**config.mk**
```make
export PLATFORM = sky130hd
export DESIGN_NAME = scr_sensor_readout
export DESIGN_NICKNAME = d
export VERILOG_FILES = /design/src/scr_cal_store.v /design/src/scr_sensor_readout.v
export VERILOG_INCLUDE_DIRS = /design/src
export SDC_FILE = /design/constraint.sdc
export NUM_CORES = 1
export LEC_CHECK = 0
export ABC_AREA = 1
export ABC_CLOCK_PERIOD_IN_PS = 3500
export BUFFER_PORTS_ARGS = -buffer_cell sky130_fd_sc_hd__buf_2
export CORE_MARGIN = 2
export CORE_UTILIZATION = 51
export DETAILED_ROUTE_END_ITERATION = 12
export PLACE_DENSITY = 0.73
export SYNTH_ARGS = -nofsm -noshare
export SYNTH_HDL_FRONTEND = slang
export SYNTH_SLANG_ARGS = --single-unit
```
**constraint.sdc**
```tcl
create_clock -name clk -period 3.5 [get_ports clk]
set_clock_uncertainty 0.05 [all_clocks]
set_input_delay 0.525 -clock clk [delete_from_list [all_inputs] [get_ports clk]]
set_output_delay 0.525 -clock clk [all_outputs]
set_load 0.02 [all_outputs]
```
**src/scr_regs.vh**
```
/*
 * Constants for the sensor calibration readout block: calibration word
 * indices, coefficient field positions, link command codes and timing.
 * Assumes it is included by bare name from the block's design files.
 */
`ifndef SCR_REGS_VH
`define SCR_REGS_VH

// calibration word indices into the four-word store
`define SCR_CAL_WORD_ONE 2'h0
`define SCR_CAL_WORD_TWO 2'h1
`define SCR_CAL_WORD_THREE 2'h2
`define SCR_CAL_WORD_FOUR 2'h3

// coefficient field positions inside the calibration words
`define SCR_W1_COEFF_ONE_LSB 3
`define SCR_W2_COEFF_TWO_LSB 6
`define SCR_W3_COEFF_THREE_LSB 6
`define SCR_W4_COEFF_FOUR_LSB 7

// reset values of the calibration words (factory content stands in)
`define SCR_CAL_WORD_ONE_RST 16'h0000
`define SCR_CAL_WORD_TWO_RST 16'h0000
`define SCR_CAL_WORD_THREE_RST 16'h0000
`define SCR_CAL_WORD_FOUR_RST 16'h0000

// four-bit setup codes received between start and stop
`define SCR_CMD_PRESSURE 4'hA
`define SCR_CMD_TEMPERATURE 4'h9
`define SCR_CMD_WORD_ONE 4'h5
`define SCR_CMD_WORD_TWO 4'h6
`define SCR_CMD_WORD_THREE 4'h3
`define SCR_CMD_WORD_FOUR 4'h4

// reset pattern: 21 link bits, 16 alternating then five zeros
`define SCR_RESET_PATTERN 21'h155540
`define SCR_RESET_LEN 21

// conversion time in microseconds, and clock period in picoseconds
`define SCR_TCONV_US 35000
`define SCR_CLK_PERIOD_PS 8000

`endif

```
**src/scr_cal_store.v**
```verilog
/*
 * Four-word calibration store; read data comes out of a register.
 * Assumes a single clock and an asynchronous active-high reset.
 */
`timescale 1ns/1ps
`default_nettype none
`include "scr_regs.vh"

module scr_cal_store (
    input wire clk,
    input wire rst,
    input wire [1:0] rd_index,
    input wire [15:0] word_one,
    input wire [15:0] word_two,
    input wire [15:0] word_three,
    input wire [15:0] word_four,
    output reg [15:0] rd_data_q
);
    reg [15:0] rd_data_d;

    // ****************************************
    // word select
    // ****************************************
    always @* begin
        case (rd_index)
            `SCR_CAL_WORD_ONE: rd_data_d = word_one;
            `SCR_CAL_WORD_TWO: rd_data_d = word_two;
            `SCR_CAL_WORD_THREE: rd_data_d = word_three;
            default: rd_data_d = word_four;
        endcase
    end

    // registered read data
    always @(posedge clk or posedge rst) begin
        if (rst) begin
            rd_data_q <= 16'h0000;
        end else begin
            rd_data_q <= rd_data_d;
        end
    end
endmodule // scr_cal_store

`default_nettype wire

```
**src/scr_sensor_readout.v**
```verilog
/*
 * Device side of the sensor readout: three-wire link slave, shared
 * converter sequencing, calibration word readout.
 * Assumes link clock and data-in are asynchronous pins sampled by clk,
 * and that the converter result is valid on adc_result when the conversion count ends.
 */
// What the document requires of this block and its host
// deliver pressure and temperature as 16-bit values
// one shared converter, one conversion at once
// hold four 16-bit calibration words; host fetches all
// host may read calibration once after reset
// host unpacks words one and two fields
// host unpacks words three and four fields
// calibration words encode six coefficients, readable
// host uses only masks and shifts
// host polls pressure and temperature periodically
// host arithmetic signed 16-bit, 32-bit products (bench multiplies 17-bit signed operands into a 33-bit prod)
// host divisions are right shifts, below 65536
// host may read temperature less often
// host averages eight pressure results
// acknowledge start high, end of conversion low
// host clocks 17 pulses to read result
// host reads result before next conversion
// word four bit seven is coefficient four bit0
`timescale 1ns/1ps
`default_nettype none
`include "scr_regs.vh"

module scr_sensor_readout #(
    parameter CONV_CYCLES = (`SCR_TCONV_US * 1000) / (`SCR_CLK_PERIOD_PS / 1000),
    parameter [15:0] CAL_WORD_ONE = `SCR_CAL_WORD_ONE_RST,
    parameter [15:0] CAL_WORD_TWO = `SCR_CAL_WORD_TWO_RST,
    parameter [15:0] CAL_WORD_THREE = `SCR_CAL_WORD_THREE_RST,
    parameter [15:0] CAL_WORD_FOUR = `SCR_CAL_WORD_FOUR_RST
) (
    input wire clk,
    input wire rst,
    input wire serial_clock_in,
    input wire serial_data_in,
    output reg serial_output_line_q,
    output reg conv_busy_q,
    output reg conv_is_temp_q,
    input wire [15:0] adc_result,
    output reg [15:0] pressure_raw_value_q,
    output reg [15:0] temperature_raw_value_q
);
    localparam ST_IDLE = 3'h0;
    localparam ST_ACK = 3'h1;
    localparam ST_CONV = 3'h2;
    localparam ST_SHIFT = 3'h3;
    localparam ST_STOP = 3'h4;
    // store output register already holds the newly selected word here
    localparam ST_LOAD = 3'h5;

    reg [2:0] sck_sync_q;
    reg [2:0] sdi_sync_q;
    reg sck_level_q;
    reg sdi_level_q;
    reg [2:0] state_q;
    reg [20:0] hist_q;
    reg [4:0] bit_cnt_q;
    reg [16:0] shift_q;
    reg [31:0] conv_cnt_q;
    reg [1:0] word_sel_q;
    wire [15:0] cal_word;
    wire sck_rise;
    wire sck_fall;
    wire [20:0] hist_next;

    // ****************************************
    // pin synchronisers
    // ****************************************
    always @(posedge clk or posedge rst) begin
        if (rst) begin
            sck_sync_q <= 3'h0;
            sdi_sync_q <= 3'h0;
            sck_level_q <= 1'b0;
            sdi_level_q <= 1'b0;
        end else begin
            sck_sync_q <= {sck_sync_q[1:0], serial_clock_in};
            sdi_sync_q <= {sdi_sync_q[1:0], serial_data_in};
            if (sck_sync_q[1] == sck_sync_q[2]) begin
                sck_level_q <= sck_sync_q[2];
            end
            if (sdi_sync_q[1] == sdi_sync_q[2]) begin
                sdi_level_q <= sdi_sync_q[2];
            end
        end
    end

    // link clock edges from the filtered level
    assign sck_rise = (sck_sync_q[1] == sck_sync_q[2]) && sck_sync_q[2] && !sck_level_q;
    assign sck_fall = (sck_sync_q[1] == sck_sync_q[2]) && !sck_sync_q[2] && sck_level_q;
    assign hist_next = {hist_q[19:0], sdi_level_q};

    // ****************************************
    // calibration store
    // ****************************************
    scr_cal_store u_store (
        .clk(clk),
        .rst(rst),
        .rd_index(word_sel_q),
        .word_one(CAL_WORD_ONE),
        .word_two(CAL_WORD_TWO),
        .word_three(CAL_WORD_THREE),
        .word_four(CAL_WORD_FOUR),
        .rd_data_q(cal_word)
    );

    // ****************************************
    // link protocol and conversion sequencing
    // ****************************************
    always @(posedge clk or posedge rst) begin
        if (rst) begin
            state_q <= ST_IDLE;
            hist_q <= 21'h000000;
            bit_cnt_q <= 5'h00;
            shift_q <= 17'h00000;
            conv_cnt_q <= 32'h00000000;
            word_sel_q <= 2'h0;
            serial_output_line_q <= 1'b0;
            conv_busy_q <= 1'b0;
            conv_is_temp_q <= 1'b0;
            pressure_raw_value_q <= 16'h0000;
            temperature_raw_value_q <= 16'h0000;
        end else if (sck_rise && hist_next == `SCR_RESET_PATTERN) begin
            // reset pattern recognised in any state
            state_q <= ST_IDLE;
            hist_q <= 21'h000000;
            bit_cnt_q <= 5'h00;
            serial_output_line_q <= 1'b0;
            conv_busy_q <= 1'b0;
        end else begin
            // history runs in every state so the reset pattern is seen anywhere
            // (command decode still only looks at it while idle)
            if (sck_rise) begin
                hist_q <= hist_next;
            end
            case (state_q)
                ST_IDLE: begin
                    if (sck_rise) begin
                        hist_q <= hist_next;
                        // start 111, setup 4 bits, stop 000
                        if (hist_next[9:0] == {3'h7, hist_next[6:3], 3'h0}) begin
                            hist_q <= 21'h000000;
                            case (hist_next[6:3])
                                `SCR_CMD_PRESSURE, `SCR_CMD_TEMPERATURE: begin
                                    // single converter: one conversion at once
                                    conv_busy_q <= 1'b1;
                                    conv_is_temp_q <= (hist_next[6:3] == `SCR_CMD_TEMPERATURE);
                                    serial_output_line_q <= 1'b1;
                                    bit_cnt_q <= 5'h02;
                                    state_q <= ST_ACK;
                                end
                                `SCR_CMD_WORD_ONE, `SCR_CMD_WORD_TWO,
                                `SCR_CMD_WORD_THREE, `SCR_CMD_WORD_FOUR: begin
                                    word_sel_q <= (hist_next[6:3] == `SCR_CMD_WORD_ONE) ? `SCR_CAL_WORD_ONE :
                                        (hist_next[6:3] == `SCR_CMD_WORD_TWO) ? `SCR_CAL_WORD_TWO :
                                        (hist_next[6:3] == `SCR_CMD_WORD_THREE) ? `SCR_CAL_WORD_THREE :
                                        `SCR_CAL_WORD_FOUR;
                                    bit_cnt_q <= 5'h11;
                                    state_q <= ST_STOP;
                                end
                                default: state_q <= ST_IDLE;
                            endcase
                        end
                    end
                end
                ST_STOP: begin
                    // new index reaches the store output register this cycle
                    state_q <= ST_LOAD;
                end
                ST_LOAD: begin
                    // store output now holds the selected word: load the shifter
                    shift_q <= {1'b0, cal_word};
                    serial_output_line_q <= 1'b0;
                    state_q <= ST_SHIFT;
                end
                ST_ACK: begin
                    // two more link clocks after the acknowledge
                    if (sck_rise) begin
                        bit_cnt_q <= bit_cnt_q - 5'h01;
                        if (bit_cnt_q == 5'h01) begin
                            conv_cnt_q <= 32'h00000000;
                            state_q <= ST_CONV;
                        end
                    end
                end
                ST_CONV: begin
                    conv_cnt_q <= conv_cnt_q + 32'h00000001;
                    if (conv_cnt_q >= CONV_CYCLES - 1) begin
                        // end of conversion: latch result, drop the line, start readout
                        if (conv_is_temp_q) begin
                            temperature_raw_value_q <= adc_result;
                        end else begin
                            pressure_raw_value_q <= adc_result;
                        end
                        conv_busy_q <= 1'b0;
                        serial_output_line_q <= 1'b0;
                        shift_q <= {1'b0, adc_result};
                        bit_cnt_q <= 5'h11;
                        state_q <= ST_SHIFT;
                    end
                end
                ST_SHIFT: begin
                    // 17 clocks: data bits go out on rising edges, msb first
                    if (sck_rise) begin
                        serial_output_line_q <= shift_q[15];
                        shift_q <= {shift_q[15:0], 1'b0};
                        bit_cnt_q <= bit_cnt_q - 5'h01;
                    end
                    if (sck_fall && bit_cnt_q == 5'h00) begin
                        serial_output_line_q <= 1'b0;
                        state_q <= ST_IDLE;
                    end
                end
                default: state_q <= ST_IDLE;
            endcase
        end
    end
endmodule // scr_sensor_readout

`default_nettype wire

```
[Word-level counts from Yosys, hierarchy flattened]
Index checks and enable logic that the tools add are counted.
Word-level totals
  memories kept: 0
  RAM bits: 0
  bits in registers: 120
  memory bits (read-only): 0
  word-level logic and storage cells: 113
  latch bits: 0
Cells by class
  reduce and logical (&&, ||, !) cells: 27
  divide/modulo/power cells: 0
  magnitude comparators: 1
  muxes and demuxes: 37
  bitwise gates (word level): 2
  multiply operators: 0
  add/sub/neg operators: 2
  equal/unequal tests: 30
  shift-type cells: 0
Operators by type and width (number)
  $mux W21: 5
  $mux W32: 2
  $pmux W32 S2: 1
  $pmux W16 S3: 1
  $add A32 B1 Y32 const B: 1
  $ge A32 B23 Y1 const B: 1
  $mux W16: 2
  $mux W5: 5
  $eq A21 B21 Y1 const B: 1
  $mux W3: 7
  $ne A3 B3 Y1 const B: 6
  $pmux W3 S6: 1
  $reduce_and A6 Y1: 3
  $reduce_and A4 Y1: 4
  $pmux W5 S3: 1
  $eq A4 B3 Y1 const B: 3
  $pmux W5 S2: 1
  $reduce_and A5 Y1: 2
  $eq A4 B4 Y1 const B: 2
  $mux W1: 8
  $ne A2 B2 Y1 const B: 4
  $eq A3 B2 Y1 const B: 2
  $eq A3 B3 Y1 const B: 2
  $eq A6 B6 Y1 const B: 1
  23 further kinds: 33

[Logic depth before layout (Yosys ltp)]
Gate-level depths: netlist of the first run.
  depth after elaboration: 7
  gate-level depth with buffers: 13

[By module]
A second synthesis of the first run with hierarchy kept.
Unflattened totals
  cell total of the unflattened synthesis: 941
  area total of the unflattened synthesis: 7499.7 µm²
By module, submodules not included
  scr_sensor_readout: area an instance 6568.8 µm², times used 1, cells each 830, seq. area each 3027.9 µm²
  scr_cal_store: area an instance 930.9 µm², times used 1, cells each 111, seq. area each 400.4 µm²

[Worst setup path before layout of the first run]
No wires, ideal clock.
  path kind: flip-flop to flip-flop
  from: register sck_sync_q[1]
  to: register bit_cnt_q[2]
  path slack: 1746 ps
  buffers on the path: 1
  cell stages (with the launch flop): 12
  period minus slack after synthesis: 1754 ps
  data arrival time: 1586 ps
  path through: dfrtp_1 -> ha_1 -> inv_1 -> nor2_1 -> buf_2 -> nand4_2 -> nand2_1 -> nand2_1 -> nor2_4 -> nand2_2 -> nand2_1 -> nand2_1
Between the ends
  cells in the longest elaborated chain, start to end: 6
  elaborated cells on any way between the ends: 12
  classes of those cells: eq/ne (6); mux (1); reduce/logical (5)
Ends and longest elaborated chain
  start: declaration: line scr_sensor_readout.v:55  | reg [2:0] sck_sync_q;
  start signal: assignment: line scr_sensor_readout.v:80  | sck_sync_q <= {sck_sync_q[1:0], serial_clock_in};
  $eq A1 B1 Y1 (*): line scr_sensor_readout.v:92  | assign sck_rise = (sck_sync_q[1] == sck_sync_q[2]) && sck_sync_q[2] && !sck_level_q;
  $logic_and A1 B1 Y1 (*) (2 in a row): line scr_sensor_readout.v:92
  $logic_and A1 B1 Y1 (no line)
  $ne A4 B2 Y1 (no line) (tied with other cells)
  $reduce_and A6 Y1 (no line)
  end signal: assignment: line scr_sensor_readout.v:182  | bit_cnt_q <= bit_cnt_q - 5'h01;
  end signal: assignment: line scr_sensor_readout.v:210  | bit_cnt_q <= bit_cnt_q - 5'h01;
  end: declaration: line scr_sensor_readout.v:61  | reg [4:0] bit_cnt_q;
Mark *: on every way between the ends. The rest lies on a longest branch, timed or not.
A chain may end at the register's enable or synchronous reset.

[Worst setup path after layout of the first run]
  from: register conv_cnt_q[0]
  to: register pressure_raw_value_q[14]
Between the ends
  cells in the longest elaborated chain, start to end: 2
Ends and longest elaborated chain
  start: declaration: line scr_sensor_readout.v:63  | reg [31:0] conv_cnt_q;
  start signal: assignment: line scr_sensor_readout.v:190  | conv_cnt_q <= conv_cnt_q + 32'h00000001;
  $ge A32 B23 Y1: line scr_sensor_readout.v:191  | if (conv_cnt_q >= CONV_CYCLES - 1) begin
  $reduce_and A4 Y1 (no line)
  end signal: assignment: line scr_sensor_readout.v:196  | pressure_raw_value_q <= adc_result;
  end: declaration: line scr_sensor_readout.v:44  | output reg [15:0] pressure_raw_value_q,
Every way passes these cells.

==> run metrics, run 1 <==
Top FF cell, synth=dfrtp_1; fin crit share=0.733; Die W=115 um; Boundary Pins=55; clk root buf=clkbuf_16; status=complete, no violations; synth cell count leaders=nand2_1, dfrtp_1, inv_1; biggest area consumer among synthesized cells=dfrtp_1; hold buffers post-CTS=0; Worst-Margin Slew=816 ps; die height=115 um; Final Util=0.603; required time worst endpoint=3730 ps; TritonCTS Sinks=119; Syn-to-layout area delta=15.0%; crit-path max FO=32; top post-synthesis cells by area=dfrtp_1, nand2_1, inv_1, nor2_1, nand3_1; ys async rst share=1.00; Reg area=2980 um2; post-CTS resize count=0; CP endpoint kind=flop; clock slew at reported path FFs=50 ps; final hold vios=0; Max-Cap Viols=0; Clock Latency Late Sink=420 ps; vias in the first global route=5469; Total Neg Setup Slack=0 ps; port bufs=54; first-pass iteration count of the detailed router=5; FF+latch count, synth=119; Leak Pwr=3.34 nW; Pins Over Slew Limit=0; Rel. slew slack=0.455; CTS max path bufs=2; GRT Resource Usage Total=0.244; sequential-to-total area share from yosys stat=0.473; Std-Cell Rows=40; final-stage net count=875; RSZ-0062 raised after global routing=no; endpoints failing setup=0; Max Clock Freq=390 MHz; combinational family with the most area after synthesis=simple AND/OR/NAND/NOR gates; first-pass GRT wire length=25700 um; DR vias=5528; post-synthesis mux area share=0; Syn Area/Cell=7.92 um2; Syn. warnings=0; layout cell share with drive strength beyond 1=0.158; Adder-Cell Fraction of Synth Area=0.0135; Core ar.=12000 um2; Fillers=1057; TritonCTS clock tree=built; compound-cell area share of the yosys netlist=0.131; Simple-Gate Fraction of Synth Area=0.292; Synthesized Nets=821; initial antenna violation count=0; Post-synth EDFFs=0; GR Overflow Total=0; post-synthesis cell type count=40; # diodes=0; HP Class=in -> reg; vias per cell=5.48; initial core utilization=0.524; Post-Synthesis Cells=795; DP HPWL=10600 um; drt wl/cell=15.0 um; Startpoint Class=flop; Crit Path Category=reg -> reg; Critical Path AT=2790 ps; largest net degree at the start of global routing=35; Die ar.=13300 um2; DRC=0; final WL=15100 um; CTS Buf Count=17; Routability Congestion=0.898; CTS H-tree lvls=4; most common cell in the synthesized netlist=nand2_1; area occupied by multi-input gates=2810 um2; Peak VDD IR=0.000341 V; DRT iter0 DRCs=361; post-synth top area share=0.473; Final min period=2560 ps; remaining antenna violation count=0; Netlist Area Pre-Place=6300 um2; Cell Pwr Density=491 nW/um2; XOR/XNOR Fraction of Synth Area=0.00834; post-CTS setup buffer count=0
[routing by layer]
layer,vias up,global-route usage,part of all wire
met1,2638,0.324,0.45
met4,0,0.0835,0.013
met2,141,0.398,0.49
met3,18,0.0538,0.046
li1,2731,-,-
met5,-,0,0
[power by group]
| part | switching (mW) | internal [mW] | leakage (nW) |
|---|---|---|---|
| sequential | 0.0492 | 1.44 | 1.38 |
| combinational | 0.192 | 0.0890 | 1.67 |
| clock | 0.633 | 1.15 | 0.285 |
| total | 0.875 | 2.68 | 3.34 |
[cells by family after synthesis]
family                   Yosys count
AND/OR/NAND/NOR                  407
AO/OA/AOI/OAI                    138
buffers and inverters            118
flip-flops                       119
adder cells (fa/ha/maj)            7
XOR/XNOR                           6
[sequential cells by signal (all words and copies together), names as in the netlist, 3 cells and up]
register and flops:
bit_cnt_q 5, conv_cnt_q 32, hist_q 20, pressure_raw_value_q 16
sck_sync_q 3, sdi_sync_q 3, shift_q 16, state_q 3
temperature_raw_value_q 16
[cell type report]
type,instances,share of cell area
clock buffers,20,0.0630
repair buffers,60,0.0435
inverters,93,0.0491
well taps,147,0.0254
flip-flops and latches,119,0.411
multi-input cells,558,0.388
clock inverters,11,0.0204
[per-stage QoR]
stage                     cells  total power, mW  hold WS (ps)  setup WS, ps  area [um2]
final                      1008             3.56           163           936        7240
after global routing       1008             3.70           156           633        7240
after CTS                  1008             3.58           153           904        7240
after detailed placement    977             1.79           285           947        6640
after global placement      977             1.78           282          1080        6640
after floorplan             795             1.71           281          1470        6300
[cells in the final DEF, fill, tap and decap left out, types with 3 or more instances in the layout]
cell type,n
nand3b_1,3
a22oi_1,15
buf_4,6
inv_2,6
nor3_1,22
nand4_2,3
nand3_1,53
inv_1,85
bufinv_16,3
a21oi_1,14
clkbuf_16,17
nand4_1,20
o32ai_1,5
nor3b_1,3
nand2_2,3
dfrtp_1,119
nand2_1,207
o21ai_1,35
o21ai_0,47
o21ai_2,10
xnor2_1,4
nor2_2,3
nor2_4,6
ha_1,6
nor2_1,71
o31ai_1,8
or2_2,3
clkinvlp_4,5
buf_2,54
[path summary, 6_finish.rpt]
check | from | end | slack (ps) | depth (start not counted)
worst min register to register | sdi_sync_q[0] | sdi_sync_q[1] | 300 | 0
max in group asynchronous | rst | temperature_raw_value_q[12] | 2300 | 3
min in group asynchronous | rst | conv_cnt_q[9] | 210 | 2
worst max register to register | conv_cnt_q[0] | pressure_raw_value_q[14] | 940 | 12
worst min-delay path | serial_clock_in | sck_sync_q[0] | 160 | 1
worst max-delay path | conv_cnt_q[0] | pressure_raw_value_q[14] | 940 | 12
[critical path, stage by stage (launching register included)]
cell and delay (ps):
dfrtp_1 440, ha_1 230, nand2_1 110, nand2_1 70, nand2_1 50, nand2_1 60, nand2_1 50, nand2_1 70
nand2_1 130, a21oi_2 210, nand3_2 570, nand2_1 290, o21ai_2 80
Note: power is estimated with default switching activity, not from simulation.
==> inputs of run 2 (changes only) <==
--- a/config.mk
+++ b/config.mk
@@ -7,12 +7,12 @@
 export NUM_CORES = 1
 export LEC_CHECK = 0
 export ABC_AREA = 1
-export ABC_CLOCK_PERIOD_IN_PS = 3500
+export ABC_CLOCK_PERIOD_IN_PS = 2400
 export BUFFER_PORTS_ARGS = -buffer_cell sky130_fd_sc_hd__buf_2
 export CORE_MARGIN = 2
 export CORE_UTILIZATION = 51
 export DETAILED_ROUTE_END_ITERATION = 12
-export PLACE_DENSITY = 0.73
+export PLACE_DENSITY = 0.7
 export SYNTH_ARGS = -nofsm -noshare
 export SYNTH_HDL_FRONTEND = slang
 export SYNTH_SLANG_ARGS = --single-unit
==> constraint.sdc (replaced) <==
create_clock -name clk -period 2.4 [get_ports clk]
set_clock_uncertainty 0.05 [all_clocks]
set_input_delay 0.36 -clock clk [delete_from_list [all_inputs] [get_ports clk]]
set_output_delay 0.36 -clock clk [all_outputs]
set_load 0.02 [all_outputs]
==> run 2 against run 1 <==
Against the previous run: sequential share of layout area is 0.92 points lower; first-iteration DRC count is 5.8% higher; setup slack worse by 630 ps; die area stayed put; maximum frequency rose by 22%; sequential cell count unchanged; final cell count is 1.2% higher; clock-buffer cell count grew 4; largest cell class unchanged.
==> run metrics, run 2 (same netlist as run 1, synthesis figures left out) <==
GRT Resource Usage Total=0.240; final-stage net count=886; clock slew at reported path FFs=50 ps; Core ar.=12000 um2; required time worst endpoint=2710 ps; endpoints failing setup=0; first-pass iteration count of the detailed router=5; largest net degree at the start of global routing=55; remaining antenna violation count=0; port bufs=54; layout cell share with drive strength beyond 1=0.165; commonest non-fill, non-tap cell in the layout=nand2_1; Final min period=2090 ps; initial core utilization=0.524; vias per cell=5.41; HP Class=in -> reg; Cell Pwr Density=716 nW/um2; GR Overflow Total=0; Crit Path Category=reg -> reg; status=complete, no violations; clk root buf=clkbuf_16; Boundary Pins=55; Rel. slew slack=0.609; fin worst setup slack=306 ps; TritonCTS clock tree=built; Worst-Margin Slew=585 ps; initial antenna violation count=0; Min-Delay Path Depth=3; die height=115 um; first-pass GRT wire length=24700 um; final hold vios=0; Leak Pwr=3.43 nW; DRT iter0 DRCs=382; most frequent cells in the layout=nand2_1, dfrtp_1, inv_1; DP HPWL=10300 um; Max Clock Freq=478 MHz; R2R cell count=9; vias in the first global route=5198; DR vias=5515; dpl ws=136 ps; CTS H-tree lvls=4; Die W=115 um; Startpoint Class=flop; RSZ-0062 raised after global routing=no; Die ar.=13300 um2; CTS max path bufs=2; Max-Cap Viols=0; Std-Cell Rows=40; Routability Congestion=0.928; final WL=14700 um; DRC=0; CTS Buf Count=17; Top Registers=conv_cnt_q (32), hist_q (20); CP endpoint kind=flop; Largest Register=conv_cnt_q; drt wl/cell=14.4 um; max reg flops=32; # diodes=0; TritonCTS Sinks=119; crit-path max FO=7; fin crit share=0.873; Pins Over Slew Limit=0; Critical Path AT=2400 ps; Clock Latency Late Sink=420 ps; Peak VDD IR=0.000587 V; Syn-to-layout area delta=17.6%; Total Neg Setup Slack=0 ps
-- run 2: metal layers --
| layer | GRT usage | wire length [um] | vias to the layer above | part of all wire |
|---|---|---|---|---|
| met4 | 0.118 | 380 | 0 | 0.026 |
| li1 | - | - | 2765 | - |
| met2 | 0.380 | 7050 | 144 | 0.48 |
| met1 | 0.312 | 6570 | 2574 | 0.45 |
| met3 | 0.0554 | 696 | 32 | 0.047 |
| met5 | 0 | 0 | - | 0 |
-- run 2: area by class of cell --
type                       count  area, um2
sequential                   119       2980
clock buffer                  24        492
clock inverter                 8        143
tap                          147        184
multi-input combinational    558       2830
inverter                      93        355
fill                        1045       4600
timing repair buffer          71        430
-- run 2: timing repair --
item	4_1_cts	5_1_grt
endpoints found under the hold margin	24	0
setup endpoints to repair	0	26
hold buffers	3	0
setup buffers	0	2
gates resized for setup	0	2
-- run 2: stage by stage --
stage | power, mW | cells | hold slack [ps] | utilization | instance area [um2]
after detailed placement | 2.62 | 983 | 288 | 0.559 | 6710
after global routing | 5.52 | 1020 | 172 | 0.617 | 7410
after CTS | 5.36 | 1018 | 150 | 0.614 | 7380
final | 5.31 | 1020 | 165 | 0.617 | 7410
after floorplan | 2.50 | 795 | 281 | - | 6300
after global placement | 2.61 | 983 | 288 | 0.559 | 6710
-- run 2: path summary, 6_finish.rpt --
| check | startpoint | to | slack, ps |
|---|---|---|---|
| min reg2reg | sck_sync_q[0] | sck_sync_q[1] | 300 |
| min | adc_result[6] | temperature_raw_value_q[6] | 160 |
| max reg2reg | conv_cnt_q[28] | bit_cnt_q[0] | 310 |
| max in group asynchronous | rst | pressure_raw_value_q[11] | 1140 |
| min in group asynchronous | rst | conv_cnt_q[11] | 500 |
| max | conv_cnt_q[28] | bit_cnt_q[0] | 310 |
-- run 2: worst max-delay path, cell delays in order, from the launching register on --
cell and delay (ps):
dfrtp_1 430, inv_1 120, nand2_1 60, nor3_1 150, nand2_1 90, nor2_1 310, nand4_1 410, nand2_2 260
nand2_1 70, nand2_1 70
-- run 2: report_power, final --
part | switching [mW] | leakage, nW | internal [mW] | total, mW
registers | 0.0732 | 1.38 | 2.10 | 2.18
clock network | 0.873 | 0.310 | 1.84 | 2.71
logic | 0.278 | 1.74 | 0.138 | 0.416
total | 1.22 | 3.43 | 4.08 | 5.31
